<file path="src/hdl/msd_pkg.sv">
// Package for the multiplier, shifter and status datapath slice.
// Assumes one CPU clock and a decoder that issues one-cycle operation codes.
package msd_pkg;
  localparam int DATA_W = 16;
  localparam int PROD_W = 32;
  localparam int IMM_W = 13;
  localparam int SHAMT_W = 5;
  localparam logic [SHAMT_W-1:0] MAX_SHIFT = 5'h10;

  // --------------------------------------------------------------------
  // Reset values of the status bits
  // --------------------------------------------------------------------
  localparam logic RST_EXCESS = 1'h0;
  localparam logic RST_SATURATE = 1'h0;
  localparam logic [1:0] RST_SCALE = 2'h0;
  localparam logic RST_SIGN_EXT = 1'h1;
  localparam logic RST_TEST = 1'h0;
  localparam logic RST_GEN_OUT = 1'h1;

  // --------------------------------------------------------------------
  // Field positions in the status load word
  // --------------------------------------------------------------------
  localparam int ST_EXCESS_BIT = 12;
  localparam int ST_SATURATE_BIT = 11;
  localparam int ST_TEST_BIT = 10;
  localparam int ST_SIGN_EXT_BIT = 9;
  localparam int ST_GEN_OUT_BIT = 4;
  localparam int ST_SCALE_LSB = 0;

  // Product scale shift distances
  localparam int SCALE_LEFT_SMALL = 1;
  localparam int SCALE_LEFT_LARGE = 4;
  localparam int SCALE_RIGHT = 6;

  localparam logic [PROD_W-1:0] POS_LIMIT = 32'h7fffffff;
  localparam logic [PROD_W-1:0] NEG_LIMIT = 32'h80000000;

  // Cycles between products with the short immediate operand
  localparam int IMM_PRODUCT_CYCLES = 2;

  typedef enum logic [1:0] {
    MSD_SCALE_NONE,
    MSD_SCALE_LEFT1,
    MSD_SCALE_LEFT4,
    MSD_SCALE_RIGHT6
  } msd_scale_t;

  // Multiplier operations issued by the decoder
  typedef enum logic [3:0] {
    MSD_OP_NONE,
    MSD_OP_LOAD_OPERAND,
    MSD_OP_LOAD_MOVE_PROD,
    MSD_OP_LOAD_ADD_PROD,
    MSD_OP_LOAD_ADD_PROD_MOVE,
    MSD_OP_LOAD_SUB_PROD,
    MSD_OP_MPY,
    MSD_OP_MPY_IMM,
    MSD_OP_UNSIGNED_MULTIPLY_OP,
    MSD_OP_MAC,
    MSD_OP_MAC_SHIFT,
    MSD_OP_SQUARE_ADD,
    MSD_OP_SQUARE_SUB
  } msd_mop_t;

  // Product actions requested of the ALU
  typedef enum logic [1:0] {
    MSD_ALU_NONE,
    MSD_ALU_LOAD,
    MSD_ALU_ADD,
    MSD_ALU_SUB
  } msd_alu_t;

  // Status bits that set-bit and clear-bit can address
  typedef enum logic [2:0] {
    MSD_BIT_SATURATE,
    MSD_BIT_SIGN_EXT,
    MSD_BIT_GEN_OUT,
    MSD_BIT_OTHER
  } msd_bit_t;
endpackage : msd_pkg

</file>
<file path="src/hdl/msd_scaler.sv">
// Input scaling shifter: 16-bit bus data to a 32-bit ALU operand.
// Purely combinational; the caller registers the result.
`timescale 1ns/10ps
module msd_scaler (
  // Data
  input wire logic [msd_pkg::DATA_W-1:0] data_in,
  input wire logic [msd_pkg::SHAMT_W-1:0] shift_amt,
  input wire logic extend,
  output logic [msd_pkg::PROD_W-1:0] data_out
);
  import msd_pkg::*;

  logic [PROD_W-1:0] widened;
  logic [SHAMT_W-1:0] amt;

  always_comb begin
    widened = {{DATA_W{extend & data_in[DATA_W-1]}}, data_in};
    // Counts above sixteen are clamped rather than wrapping
    amt = (shift_amt > MAX_SHIFT) ? MAX_SHIFT : shift_amt;
    data_out = widened << amt;
  end
endmodule : msd_scaler

</file>
<file path="src/hdl/msd_datapath.sv">
// Multiplier, product scaling, input scaling and status bits of the CPU slice.
// Assumes the decoder issues one-cycle operation strobes and supplies the
// addresses, memory reads and accumulator value; all signals share ref_clk.
//
// Behaviour
// - Excess flag sticks until branch, load, reset
// - Saturate select chooses wrap or clamp
// - Scale select picks none, left1, left4, right6
// - Shift only outgoing product, store unchanged
// - Scale select reset clear; scale/status load
// - Sign-extend select extends; unextended add never
// - Sign-extend reset one; set, clear, load
// - Test flag from bit, compare, normalize
// - General output flag drives pin, resets one
// - Scaler shifts 0..16, fills zeros or sign
// - Shift count from instruction or operand
// - One cycle product, signed except unsigned op
// - 16-bit operand, 32-bit product registers
// - Short immediate multiply, product every two
// - Operand load with parallel product action
// - Multiply-accumulate fetches both operands each cycle
// - Data-shift variant moves sample forward
// - Unsigned multiply of operand and memory
// - Square ops feed one value twice
// - Product stores pass through scale shifter
// - Saturation loads positive or negative limit
`timescale 1ns/10ps
module msd_datapath (
  // Clock and reset
  input wire logic ref_clk,
  input wire logic reset,
  // Multiplier control and operands
  input wire msd_pkg::msd_mop_t mult_op,
  input wire logic [msd_pkg::DATA_W-1:0] data_bus,
  input wire logic [msd_pkg::DATA_W-1:0] prog_bus,
  input wire logic [msd_pkg::IMM_W-1:0] imm_operand,
  // Input scaling shifter request
  input wire logic scale_in_req,
  input wire logic [msd_pkg::DATA_W-1:0] scale_in_data,
  input wire logic [msd_pkg::SHAMT_W-1:0] scale_in_const,
  input wire logic scale_by_operand,
  input wire logic add_unextended_op,
  // Accumulator write-back from the ALU
  input wire logic alu_write,
  input wire logic alu_arith,
  input wire logic alu_is_sub,
  input wire logic [msd_pkg::PROD_W-1:0] alu_a,
  input wire logic [msd_pkg::PROD_W-1:0] alu_b,
  input wire logic [msd_pkg::PROD_W-1:0] alu_logic_result,
  // Status instructions
  input wire logic set_flag_op,
  input wire logic clear_flag_op,
  input wire msd_pkg::msd_bit_t flag_sel,
  input wire logic set_product_scale_op,
  input wire logic [1:0] scale_value,
  input wire logic load_status_op,
  input wire logic [msd_pkg::DATA_W-1:0] status_word_one,
  input wire logic conditional_branch_op,
  input wire logic branch_tests_excess,
  // Test sources
  input wire logic indexed_position_test_op,
  input wire logic tested_bit,
  input wire logic aux_compare_op,
  input wire logic aux_compare_true,
  input wire logic exponent_align_op,
  input wire logic [1:0] acc_top_bits,
  // Product stores
  input wire logic store_product_upper,
  input wire logic store_product_lower,
  // Outputs to the ALU and memory
  output logic [msd_pkg::PROD_W-1:0] product_to_alu,
  output msd_pkg::msd_alu_t product_alu_action,
  output logic [msd_pkg::PROD_W-1:0] scaled_operand,
  output logic [msd_pkg::PROD_W-1:0] acc_result,
  output logic acc_result_valid,
  output logic [msd_pkg::DATA_W-1:0] store_data,
  output logic store_valid,
  output logic data_move_req,
  output logic fetch_both_req,
  output logic product_ready,
  output logic [msd_pkg::DATA_W-1:0] mult_operand_out,
  output logic [msd_pkg::PROD_W-1:0] product_out,
  // Status
  output logic latched_arith_excess_flag,
  output logic saturate_select,
  output msd_pkg::msd_scale_t product_scale_select,
  output logic sign_extend_select,
  output logic test_result_flag,
  output logic general_output_flag
);
  import msd_pkg::*;

  // ------------------------------------------------------------------
  // Product output shifter
  // ------------------------------------------------------------------
  function automatic logic [PROD_W-1:0] scale_product(input logic [PROD_W-1:0] p, input msd_scale_t s);
    unique case (s)
      MSD_SCALE_NONE: scale_product = p;
      MSD_SCALE_LEFT1: scale_product = p << SCALE_LEFT_SMALL;
      MSD_SCALE_LEFT4: scale_product = p << SCALE_LEFT_LARGE;
      MSD_SCALE_RIGHT6: scale_product = PROD_W'($signed(p) >>> SCALE_RIGHT);
    endcase
  endfunction : scale_product

  // ------------------------------------------------------------------
  // Multiplier state
  // ------------------------------------------------------------------
  logic [DATA_W-1:0] mult_operand_reg;
  logic [PROD_W-1:0] product_reg;
  logic imm_busy;
  logic [DATA_W-1:0] next_mult_operand_reg;
  logic [PROD_W-1:0] next_product_reg;
  logic next_imm_busy;
  logic [DATA_W-1:0] mul_a;
  logic [DATA_W-1:0] mul_b;
  logic mul_signed;
  logic do_mult;
  logic [PROD_W-1:0] mul_result;
  logic [PROD_W-1:0] scaled_product;
  msd_alu_t next_alu_action;

  always_comb begin
    next_mult_operand_reg = mult_operand_reg;
    next_product_reg = product_reg;
    next_imm_busy = 1'h0;
    next_alu_action = MSD_ALU_NONE;
    mul_a = mult_operand_reg;
    mul_b = data_bus;
    mul_signed = 1'h1;
    do_mult = 1'h0;
    unique case (mult_op)
      MSD_OP_LOAD_OPERAND: next_mult_operand_reg = data_bus;
      MSD_OP_LOAD_MOVE_PROD: begin
        next_mult_operand_reg = data_bus;
        next_alu_action = MSD_ALU_LOAD;
      end
      MSD_OP_LOAD_ADD_PROD, MSD_OP_LOAD_ADD_PROD_MOVE: begin
        next_mult_operand_reg = data_bus;
        next_alu_action = MSD_ALU_ADD;
      end
      MSD_OP_LOAD_SUB_PROD: begin
        next_mult_operand_reg = data_bus;
        next_alu_action = MSD_ALU_SUB;
      end
      MSD_OP_MPY: do_mult = 1'h1;
      MSD_OP_MPY_IMM: begin
        // Short immediate, sign-extended; product_ready flags the result two cycles later
        mul_b = {{(DATA_W-IMM_W){imm_operand[IMM_W-1]}}, imm_operand};
        do_mult = 1'h1;
        next_imm_busy = 1'h1;
      end
      MSD_OP_UNSIGNED_MULTIPLY_OP: begin
        mul_signed = 1'h0;
        do_mult = 1'h1;
      end
      MSD_OP_MAC, MSD_OP_MAC_SHIFT: begin
        // Previous product accumulates while the new pair multiplies
        mul_b = prog_bus;
        next_mult_operand_reg = data_bus;
        mul_a = data_bus;
        do_mult = 1'h1;
        next_alu_action = MSD_ALU_ADD;
      end
      MSD_OP_SQUARE_ADD, MSD_OP_SQUARE_SUB: begin
        mul_a = data_bus;
        mul_b = data_bus;
        next_mult_operand_reg = data_bus;
        do_mult = 1'h1;
        next_alu_action = (mult_op == MSD_OP_SQUARE_ADD) ? MSD_ALU_ADD : MSD_ALU_SUB;
      end
      default: ;
    endcase
    if (mul_signed) begin
      mul_result = PROD_W'($signed(mul_a) * $signed(mul_b));
    end else begin
      mul_result = PROD_W'(mul_a * mul_b);
    end
    if (do_mult) begin
      next_product_reg = mul_result;
    end
    // Shift only on the way out, the stored product stays as computed
    scaled_product = scale_product(product_reg, product_scale_select);
  end

  always_ff @(posedge ref_clk) begin
    if (reset) begin
      mult_operand_reg <= '0;
      product_reg <= '0;
      imm_busy <= 1'h0;
      product_to_alu <= '0;
      product_alu_action <= MSD_ALU_NONE;
      data_move_req <= 1'h0;
      fetch_both_req <= 1'h0;
      product_ready <= 1'h0;
      store_data <= '0;
      store_valid <= 1'h0;
    end else begin
      mult_operand_reg <= next_mult_operand_reg;
      product_reg <= next_product_reg;
      imm_busy <= next_imm_busy;
      product_to_alu <= scaled_product;
      product_alu_action <= next_alu_action;
      data_move_req <= (mult_op == MSD_OP_MAC_SHIFT) || (mult_op == MSD_OP_LOAD_ADD_PROD_MOVE);
      fetch_both_req <= (mult_op == MSD_OP_MAC) || (mult_op == MSD_OP_MAC_SHIFT);
      product_ready <= do_mult & ~next_imm_busy | imm_busy;
      store_valid <= store_product_upper | store_product_lower;
      store_data <= store_product_upper ? scaled_product[PROD_W-1:DATA_W] : scaled_product[DATA_W-1:0];
    end
  end

  assign mult_operand_out = mult_operand_reg;
  assign product_out = product_reg;

  // ------------------------------------------------------------------
  // Input scaling shifter
  // ------------------------------------------------------------------
  logic [SHAMT_W-1:0] scale_amt;
  logic [PROD_W-1:0] scaler_out;
  logic scale_extend;

  always_comb begin
    // Operand register low bits give the dynamic count
    scale_amt = scale_by_operand ? {1'h0, mult_operand_reg[3:0]} : scale_in_const;
    scale_extend = sign_extend_select & ~add_unextended_op;
  end

  msd_scaler u_scaler (
    .data_in(scale_in_data),
    .shift_amt(scale_amt),
    .extend(scale_extend),
    .data_out(scaler_out)
  );

  always_ff @(posedge ref_clk) begin
    if (reset) begin
      scaled_operand <= '0;
    end else if (scale_in_req) begin
      scaled_operand <= scaler_out;
    end
  end

  // ------------------------------------------------------------------
  // Accumulator result with overflow handling
  // ------------------------------------------------------------------
  logic [PROD_W-1:0] sum;
  logic arith_excess;
  logic [PROD_W-1:0] next_acc;

  always_comb begin
    sum = alu_is_sub ? alu_a - alu_b : alu_a + alu_b;
    // Overflow when operand signs imply one sign and the result shows the other
    arith_excess = alu_write & alu_arith &
      ((alu_a[PROD_W-1] ^ sum[PROD_W-1]) & ((alu_a[PROD_W-1] ^ alu_b[PROD_W-1]) ~^ alu_is_sub));
    if (!alu_arith) begin
      next_acc = alu_logic_result;
    end else if (arith_excess && saturate_select) begin
      next_acc = alu_a[PROD_W-1] ? NEG_LIMIT : POS_LIMIT;
    end else begin
      next_acc = sum;
    end
  end

  always_ff @(posedge ref_clk) begin
    if (reset) begin
      acc_result <= '0;
      acc_result_valid <= 1'h0;
    end else begin
      acc_result <= alu_write ? next_acc : acc_result;
      acc_result_valid <= alu_write;
    end
  end

  // ------------------------------------------------------------------
  // Status bits
  // ------------------------------------------------------------------
  logic next_excess;
  logic next_saturate;
  msd_scale_t next_scale;
  logic next_sign_ext;
  logic next_test;
  logic next_gen_out;

  always_comb begin
    next_excess = latched_arith_excess_flag;
    next_saturate = saturate_select;
    next_scale = product_scale_select;
    next_sign_ext = sign_extend_select;
    next_test = test_result_flag;
    next_gen_out = general_output_flag;
    if (load_status_op) begin
      next_excess = status_word_one[ST_EXCESS_BIT];
      next_saturate = status_word_one[ST_SATURATE_BIT];
      next_scale = msd_scale_t'(status_word_one[ST_SCALE_LSB +: 2]);
      next_sign_ext = status_word_one[ST_SIGN_EXT_BIT];
      next_test = status_word_one[ST_TEST_BIT];
      next_gen_out = status_word_one[ST_GEN_OUT_BIT];
    end
    if (conditional_branch_op && branch_tests_excess) begin
      next_excess = 1'h0;
    end
    if (set_flag_op || clear_flag_op) begin
      unique case (flag_sel)
        MSD_BIT_SATURATE: next_saturate = set_flag_op;
        MSD_BIT_SIGN_EXT: next_sign_ext = set_flag_op;
        MSD_BIT_GEN_OUT: next_gen_out = set_flag_op;
        default: ;
      endcase
    end
    if (set_product_scale_op) begin
      next_scale = msd_scale_t'(scale_value);
    end
    if (indexed_position_test_op) begin
      next_test = tested_bit;
    end else if (aux_compare_op) begin
      next_test = aux_compare_true;
    end else if (exponent_align_op) begin
      next_test = acc_top_bits[1] ^ acc_top_bits[0];
    end
    // A new overflow wins over any clear in the same cycle
    if (arith_excess) begin
      next_excess = 1'h1;
    end
  end

  always_ff @(posedge ref_clk) begin
    if (reset) begin
      latched_arith_excess_flag <= RST_EXCESS;
      saturate_select <= RST_SATURATE;
      product_scale_select <= msd_scale_t'(RST_SCALE);
      sign_extend_select <= RST_SIGN_EXT;
      test_result_flag <= RST_TEST;
      general_output_flag <= RST_GEN_OUT;
    end else begin
      latched_arith_excess_flag <= next_excess;
      saturate_select <= next_saturate;
      product_scale_select <= next_scale;
      sign_extend_select <= next_sign_ext;
      test_result_flag <= next_test;
      general_output_flag <= next_gen_out;
    end
  end

  // ------------------------------------------------------------------
  // Checks
  // ------------------------------------------------------------------
  property p_excess_sticky;
    @(posedge ref_clk) disable iff (reset)
      arith_excess |=> latched_arith_excess_flag;
  endproperty
  a_excess_sticky: assert property (p_excess_sticky) else $error("excess flag not set");

  property p_excess_hold;
    @(posedge ref_clk) disable iff (reset)
      latched_arith_excess_flag && !load_status_op && !conditional_branch_op |=> latched_arith_excess_flag;
  endproperty
  a_excess_hold: assert property (p_excess_hold) else $error("excess flag lost");

  property p_saturate_limit;
    @(posedge ref_clk) disable iff (reset)
      arith_excess && saturate_select |=> (acc_result == POS_LIMIT || acc_result == NEG_LIMIT);
  endproperty
  a_saturate_limit: assert property (p_saturate_limit) else $error("saturation limit wrong");

  property p_scale_only_by_ops;
    @(posedge ref_clk) disable iff (reset)
      !set_product_scale_op && !load_status_op |=> $stable(product_scale_select);
  endproperty
  a_scale_only_by_ops: assert property (p_scale_only_by_ops) else $error("scale select changed");

  property p_store_scaled;
    @(posedge ref_clk) disable iff (reset)
      store_product_lower && !store_product_upper |=> store_data == $past(scaled_product[DATA_W-1:0]);
  endproperty
  a_store_scaled: assert property (p_store_scaled) else $error("store bypassed shifter");

  property p_unsigned_mult;
    @(posedge ref_clk) disable iff (reset)
      mult_op == MSD_OP_UNSIGNED_MULTIPLY_OP |=> product_reg == PROD_W'($past(mult_operand_reg) * $past(data_bus));
  endproperty
  a_unsigned_mult: assert property (p_unsigned_mult) else $error("unsigned product wrong");

  property p_no_logic_excess;
    @(posedge ref_clk) disable iff (reset)
      alu_write && !alu_arith && !load_status_op && !latched_arith_excess_flag |=> !latched_arith_excess_flag;
  endproperty
  a_no_logic_excess: assert property (p_no_logic_excess) else $error("logical op overflowed");

  property p_imm_two_cycles;
    @(posedge ref_clk) disable iff (reset)
      mult_op == MSD_OP_MPY_IMM |=> !product_ready ##1 product_ready;
  endproperty
  a_imm_two_cycles: assert property (p_imm_two_cycles) else $error("immediate product timing");

  property p_unextended;
    @(posedge ref_clk) disable iff (reset)
      scale_in_req && add_unextended_op && scale_amt < MAX_SHIFT |=> !scaled_operand[PROD_W-1];
  endproperty
  a_unextended: assert property (p_unextended) else $error("unextended add extended");
endmodule : msd_datapath

</file>
<file path="config.mk">
export PLATFORM = sky130hd
export DESIGN_NAME = msd_datapath
export DESIGN_NICKNAME = d
export VERILOG_FILES = /design/src/hdl/msd_pkg.sv /design/src/hdl/msd_scaler.sv /design/src/hdl/msd_datapath.sv
export SDC_FILE = /design/constraint.sdc
export NUM_CORES = 2
export LEC_CHECK = 0
export ABC_AREA = 1
export BUFFER_PORTS_ARGS = -buffer_cell sky130_fd_sc_hd__buf_2
export CORE_MARGIN = 2
export CORE_UTILIZATION = 55
export DETAILED_ROUTE_END_ITERATION = 16
export PLACE_DENSITY = 0.77
export SKIP_LAST_GASP = 1
export SYNTH_ARGS = -nofsm -noshare
export SYNTH_HDL_FRONTEND = slang
export SYNTH_SLANG_ARGS = --single-unit
</file>
<file path="constraint.sdc">
create_clock -name ref_clk -period 10.9 [get_ports ref_clk]
set_input_delay 2.18 -clock ref_clk [delete_from_list [all_inputs] [get_ports ref_clk]]
set_output_delay 2.18 -clock ref_clk [all_outputs]
set_load 0.05 [all_outputs]
</file>
After elaboration in Yosys (flattened, before gate mapping)
Index checks and enable logic that the tools add are counted.

Output and inout port bits: 174. Latch bits: 0. ROM bits: 0. Bits in writable memories: 0. Memories: 0. Flip-flop bits (word level): 175.

Bitwise operators: 14. Div/mod/pow operators: 0. Shifts and indexed selects: 1. $lt $le $gt $ge: 1. Multiplexer cells: 33. Reduce and logical (&&, ||, !) cells: 16. Eq/ne operators: 17. $add $sub $neg: 2. $mul: 2.

Operator list (number): $mux 32 (5); $pmux 32 s4 (1); $mul 16x16->32 (2); $add 32x32->32 (1); $mux 16 (2); $pmux 16 s2 (1); $shl 32x5->32 (1); $sub 32x32->32 (1); $eq 4x4->1 const B (5); $mux 1 (19); $eq 4x3->1 const B (4); $mux 5 (2); $reduce_or 9->1 (1); $eq 4x2->1 const B (2); $pmux 2 s4 (1); $reduce_or 4->1 (2); $reduce_or 7->1 (1); $and 1x1->1 (6); $gt 5x5->1 const B (1); $eq 2x2->1 const B (2); $eq 4x1->1 const B (1); $mux 2 (2); $reduce_bool 4->1 (1); $reduce_or 2->1 (2); 13 further kinds (20).

Logic depth before layout (Yosys ltp)
Depth in word-level cells: 8. Gate-level depth with buffers: 38.

Cells and area by module
Synthesis repeated with hierarchy kept, for this count alone.

Cells, all modules: 3754. Area, all modules: 26685.6 um2.

By module, submodules not included: msd_datapath (area each 25391.9 um2, cells an instance 3468, instances 1, sequential area each 3503.4 um2); msd_scaler (area each 1293.7 um2, cells an instance 286, instances 1, sequential area each 0.0 um2).

Least setup slack after synthesis
OpenSTA, ideal clock, no wires.

Path kind: input-to-reg. Start: input port mult_op[0]. End: register product_reg[29], in the netlist product_out[29]. Arrival time: 8.542 ns. Required time: 10.785 ns. Setup slack: 2.242 ns. Path buffers: 1. Stages on the path: 30. Cell sequence: inv_1 nor2_1 o21ai_1 inv_2 nor2_2 inv_2 buf_2 o21ai_2 inv_1 nor2_1 fa_1 fa_1 fa_1 fa_1 fa_1 inv_1 fa_1 inv_1 ha_1 nand2_1 nor2_1 inv_1 nor3_1 nand3_1 nand3_1 nand3_1 a21oi_1 o21ai_0 o21ai_0 inv_1.

Longest elaborated chain between the ends: 5. Elaborated cells on any way between the ends: 16. Classes of those cells: 2 x mul; 7 x eq/ne; 4 x mux; 3 x reduce/logical.

RTL lines: from (decl) (line msd_datapath.sv:33) `input wire msd_pkg::msd_mop_t mult_op,`; $eq 4x4->1 (line msd_datapath.sv:131) `unique case (mult_op)`; $reduce_or 2->1 / $reduce_or 4->1 (equally long branches); $pmux 16 s2 / $mux 16 (equally long branches) (line msd_datapath.sv:131); $mul 16x16->32, on equally long branches (line msd_datapath.sv:174, msd_datapath.sv:176); $mux 32 (line msd_datapath.sv:173) `if (mul_signed) begin`; to (signal assigned) (line msd_datapath.sv:199) `product_reg <= next_product_reg;`; to (decl) (line msd_datapath.sv:109) `logic [PROD_W-1:0] product_reg;`.

Several ways; a longest one is shown, not always the timed one. A chain may end at the register's enable or synchronous reset.

Worst setup path in the final report
Start: input port mult_op[2]. End: register product_reg[23], in the netlist product_out[23].

Same word-level chain as after synthesis.

==> impl_metrics.ini <==
[sta]
relSlewSlack_pct = 29.4
finalHoldViolations = 0
period_share_pct = 91.3
finClkSkew_ns = 0.0206
timing.fmax_mhz = 100
grt_setup_unrepaired = no
finalSetupTns_ns = 0
fin_crit_ns = 9.96
slew_viol_final = 0
setup_viol = 0
hold_slack_ns = 0.467
worst_pin_slew_ns = 1.06
timing.final.ws_setup_ns = 0.944

[setup_path]
start_kind = input pin
end_kind = register
worst_path_largest_cell_delay_ns = 0.73
crit_fanout = 14
crit_type = in -> reg
critPathSlowestCell = o21ai_0
arrival_ns = 10.35
critPathRequiredTime_ns = 11.30

[route]
drt_iter0_drc = 2494
drc = 0
postRouteAntennaNets = 0
vias = 25000
drt_wl_total_mm = 83.4
firstDrtPassIters = 6
routed_via_density = 5.50
wl_per_cell_um = 18.3

[clock_tree]
cts_tree = yes
worstSkewPairLatency_ns = 0.50
ctsLongestPathBuffers = 2
cts.repair.resized = 0
ctsHoldBuffers = 0
clk_pin_slew_ns = 0.08
numClockSinks = 175
h-tree-depth = 4
cts_setup_buffers = 0
root_buffer = clkbuf_16
cts_made_buffers = 17

[global_route]
grt_pass1_wl_mm = 133
grt_use_total_pct = 34.4
overflow = 0
antenna_found_initial = 5
grt_pass1_vias = 24700
grt_max_degree = 67

[die]
fp.dieW_um = 222
die_area_mm2 = 0.0494
row_count = 80
io_pins = 384
start_util_pct = 55.4
coreArea_mm2 = 0.0473
die_h_um = 222

[finish]
area_growth_pct = 11.7
layout_common_cells = inv_1, nand2_1, nor2_1
stdcell_count = 4550
mostFrequentLayoutCell = inv_1
drive_above_1_share_pct = 13.5
nets = 4678
fillCellCount = 4382

[status]
status = complete, no violations

[placement]
place_ws_ns = 0.663
gp_congestion = 0.980
port_buffers = 374
place_inst = 4513
hpwl_mm = 69.0

[synthesis]
synth_flop_cell = dfxtp_1
syn_avg_cell_area_um2 = 7.30
ys_warn_count = 0
syn-num-nets = 4355
synth_cells = 3594
synth_cell_types = 60
async_flop_share_pct = 0
netlist_area_mm2 = 0.0262
synth_edf_count = 0
synth-seq-cells = 175
seq_area_frac_synth_pct = 13.4

[hold_path]
min_path_type = reg -> reg

[job]
maxCapViolations = 0
==> cell type report <==
class | instances | area [µm²] | area share [%]
well taps | 615 | 769 | 2.63
clock inverters | 14 | 159 | 0.543
flip-flops and latches | 175 | 3500 | 12.0
diodes | 5 | 12.5 | 0.0427
multi-input cells | 2527 | 19300 | 65.9
repair buffers | 414 | 2170 | 7.43
clock buffers | 18 | 439 | 1.50
inverters | 782 | 2940 | 10.0
==> per-layer routing <==
layer	global-route usage, %	share of wire [%]
met4	12.8	3.8
met3	6.04	7.7
met2	58.0	48
met1	44.3	40
met5	0	0.034
==> worst max-delay path: cells and delay by family <==
family                   cells  cell delay (ns)
adder cells (fa/ha/maj)      7             3.57
AO/OA/AOI/OAI                5             2.02
AND/OR/NAND/NOR             12             1.67
buffers and inverters        9             0.92
==> synth_stat cells (all sizes together) (2+ instances only) <==
master / n / share of area, %
o22ai: 27 / 0.64
o211a: 2 / 0.076
nor4: 7 / 0.17
o21a: 8 / 0.23
or2: 3 / 0.072
a22oi: 16 / 0.46
nand3: 107 / 2.1
fa: 367 / 28
a41oi: 3 / 0.10
a31oi: 18 / 0.43
inv: 777 / 11
a21o: 19 / 0.54
nor2: 401 / 5.8
o221ai: 15 / 0.50
o21ai: 223 / 4.4
clkbuf: 66 / 0.94
and3: 2 / 0.048
xor2: 47 / 1.6
a221oi: 23 / 0.77
o21bai: 8 / 0.23
a21boi: 4 / 0.11
dfxtp: 175 / 13
ha: 184 / 8.8
xnor2: 36 / 1.2
a211oi: 4 / 0.11
buf: 44 / 0.93
nand2: 686 / 9.9
nand3b: 4 / 0.11
nor3: 22 / 0.46
nand4: 18 / 0.51
clkinv: 5 / 0.072
a31o: 3 / 0.10
a21oi: 232 / 4.9
o211ai: 28 / 0.80
==> flip-flops by register name (all words and copies together) (netlist names) <==
signal,count
acc_result,32
acc_result_valid,1
data_move_req,1
fetch_both_req,1
general_output_flag,1
imm_busy,1
latched_arith_excess_flag,1
mult_operand_out,16
product_alu_action,2
product_out,32
product_ready,1
product_scale_select,2
product_to_alu,32
saturate_select,1
scaled_operand,32
sign_extend_select,1
store_data,16
store_valid,1
test_result_flag,1
==> worst paths after layout <==
check | startpoint | end | slack, ns | depth (start not counted)
min | scaled_operand[3] | scaled_operand[3] | 0.47 | 2
max | mult_op[2] | product_out[23] | 0.94 | 33
min reg2reg | scaled_operand[3] | scaled_operand[3] | 0.47 | 2
max reg2reg | mult_operand_out[12] | product_out[23] | 3.65 | 28
==> through the flow <==
stage               utilization, %  cell area (µm²)
floorplan                        -            26200
global placement              60.6            28700
detailed placement            60.6            28700
CTS                           61.8            29300
global route                  61.8            29300
finish                        61.8            29300
==> kinds of logic (layout without fill, tap and decap cells) <==
| family | count (synthesis) | after routing | share of synthesized area, % |
|---|---|---|---|
| simple gates | 1253 | 1253 | 19.3 |
| buf+inv | 892 | 1228 | 13.1 |
| compound gates | 639 | 639 | 14.6 |
| fa+ha+maj | 551 | 551 | 36.8 |
| flops | 175 | 175 | 13.4 |
| xor+xnor | 83 | 83 | 2.77 |
| mux | 1 | 1 | 0.0382 |
| other cells | 0 | 5 | 0 |
Power is not shown: default switching activity piles up to over one toggle a cycle in this logic, so the estimate is an artifact.
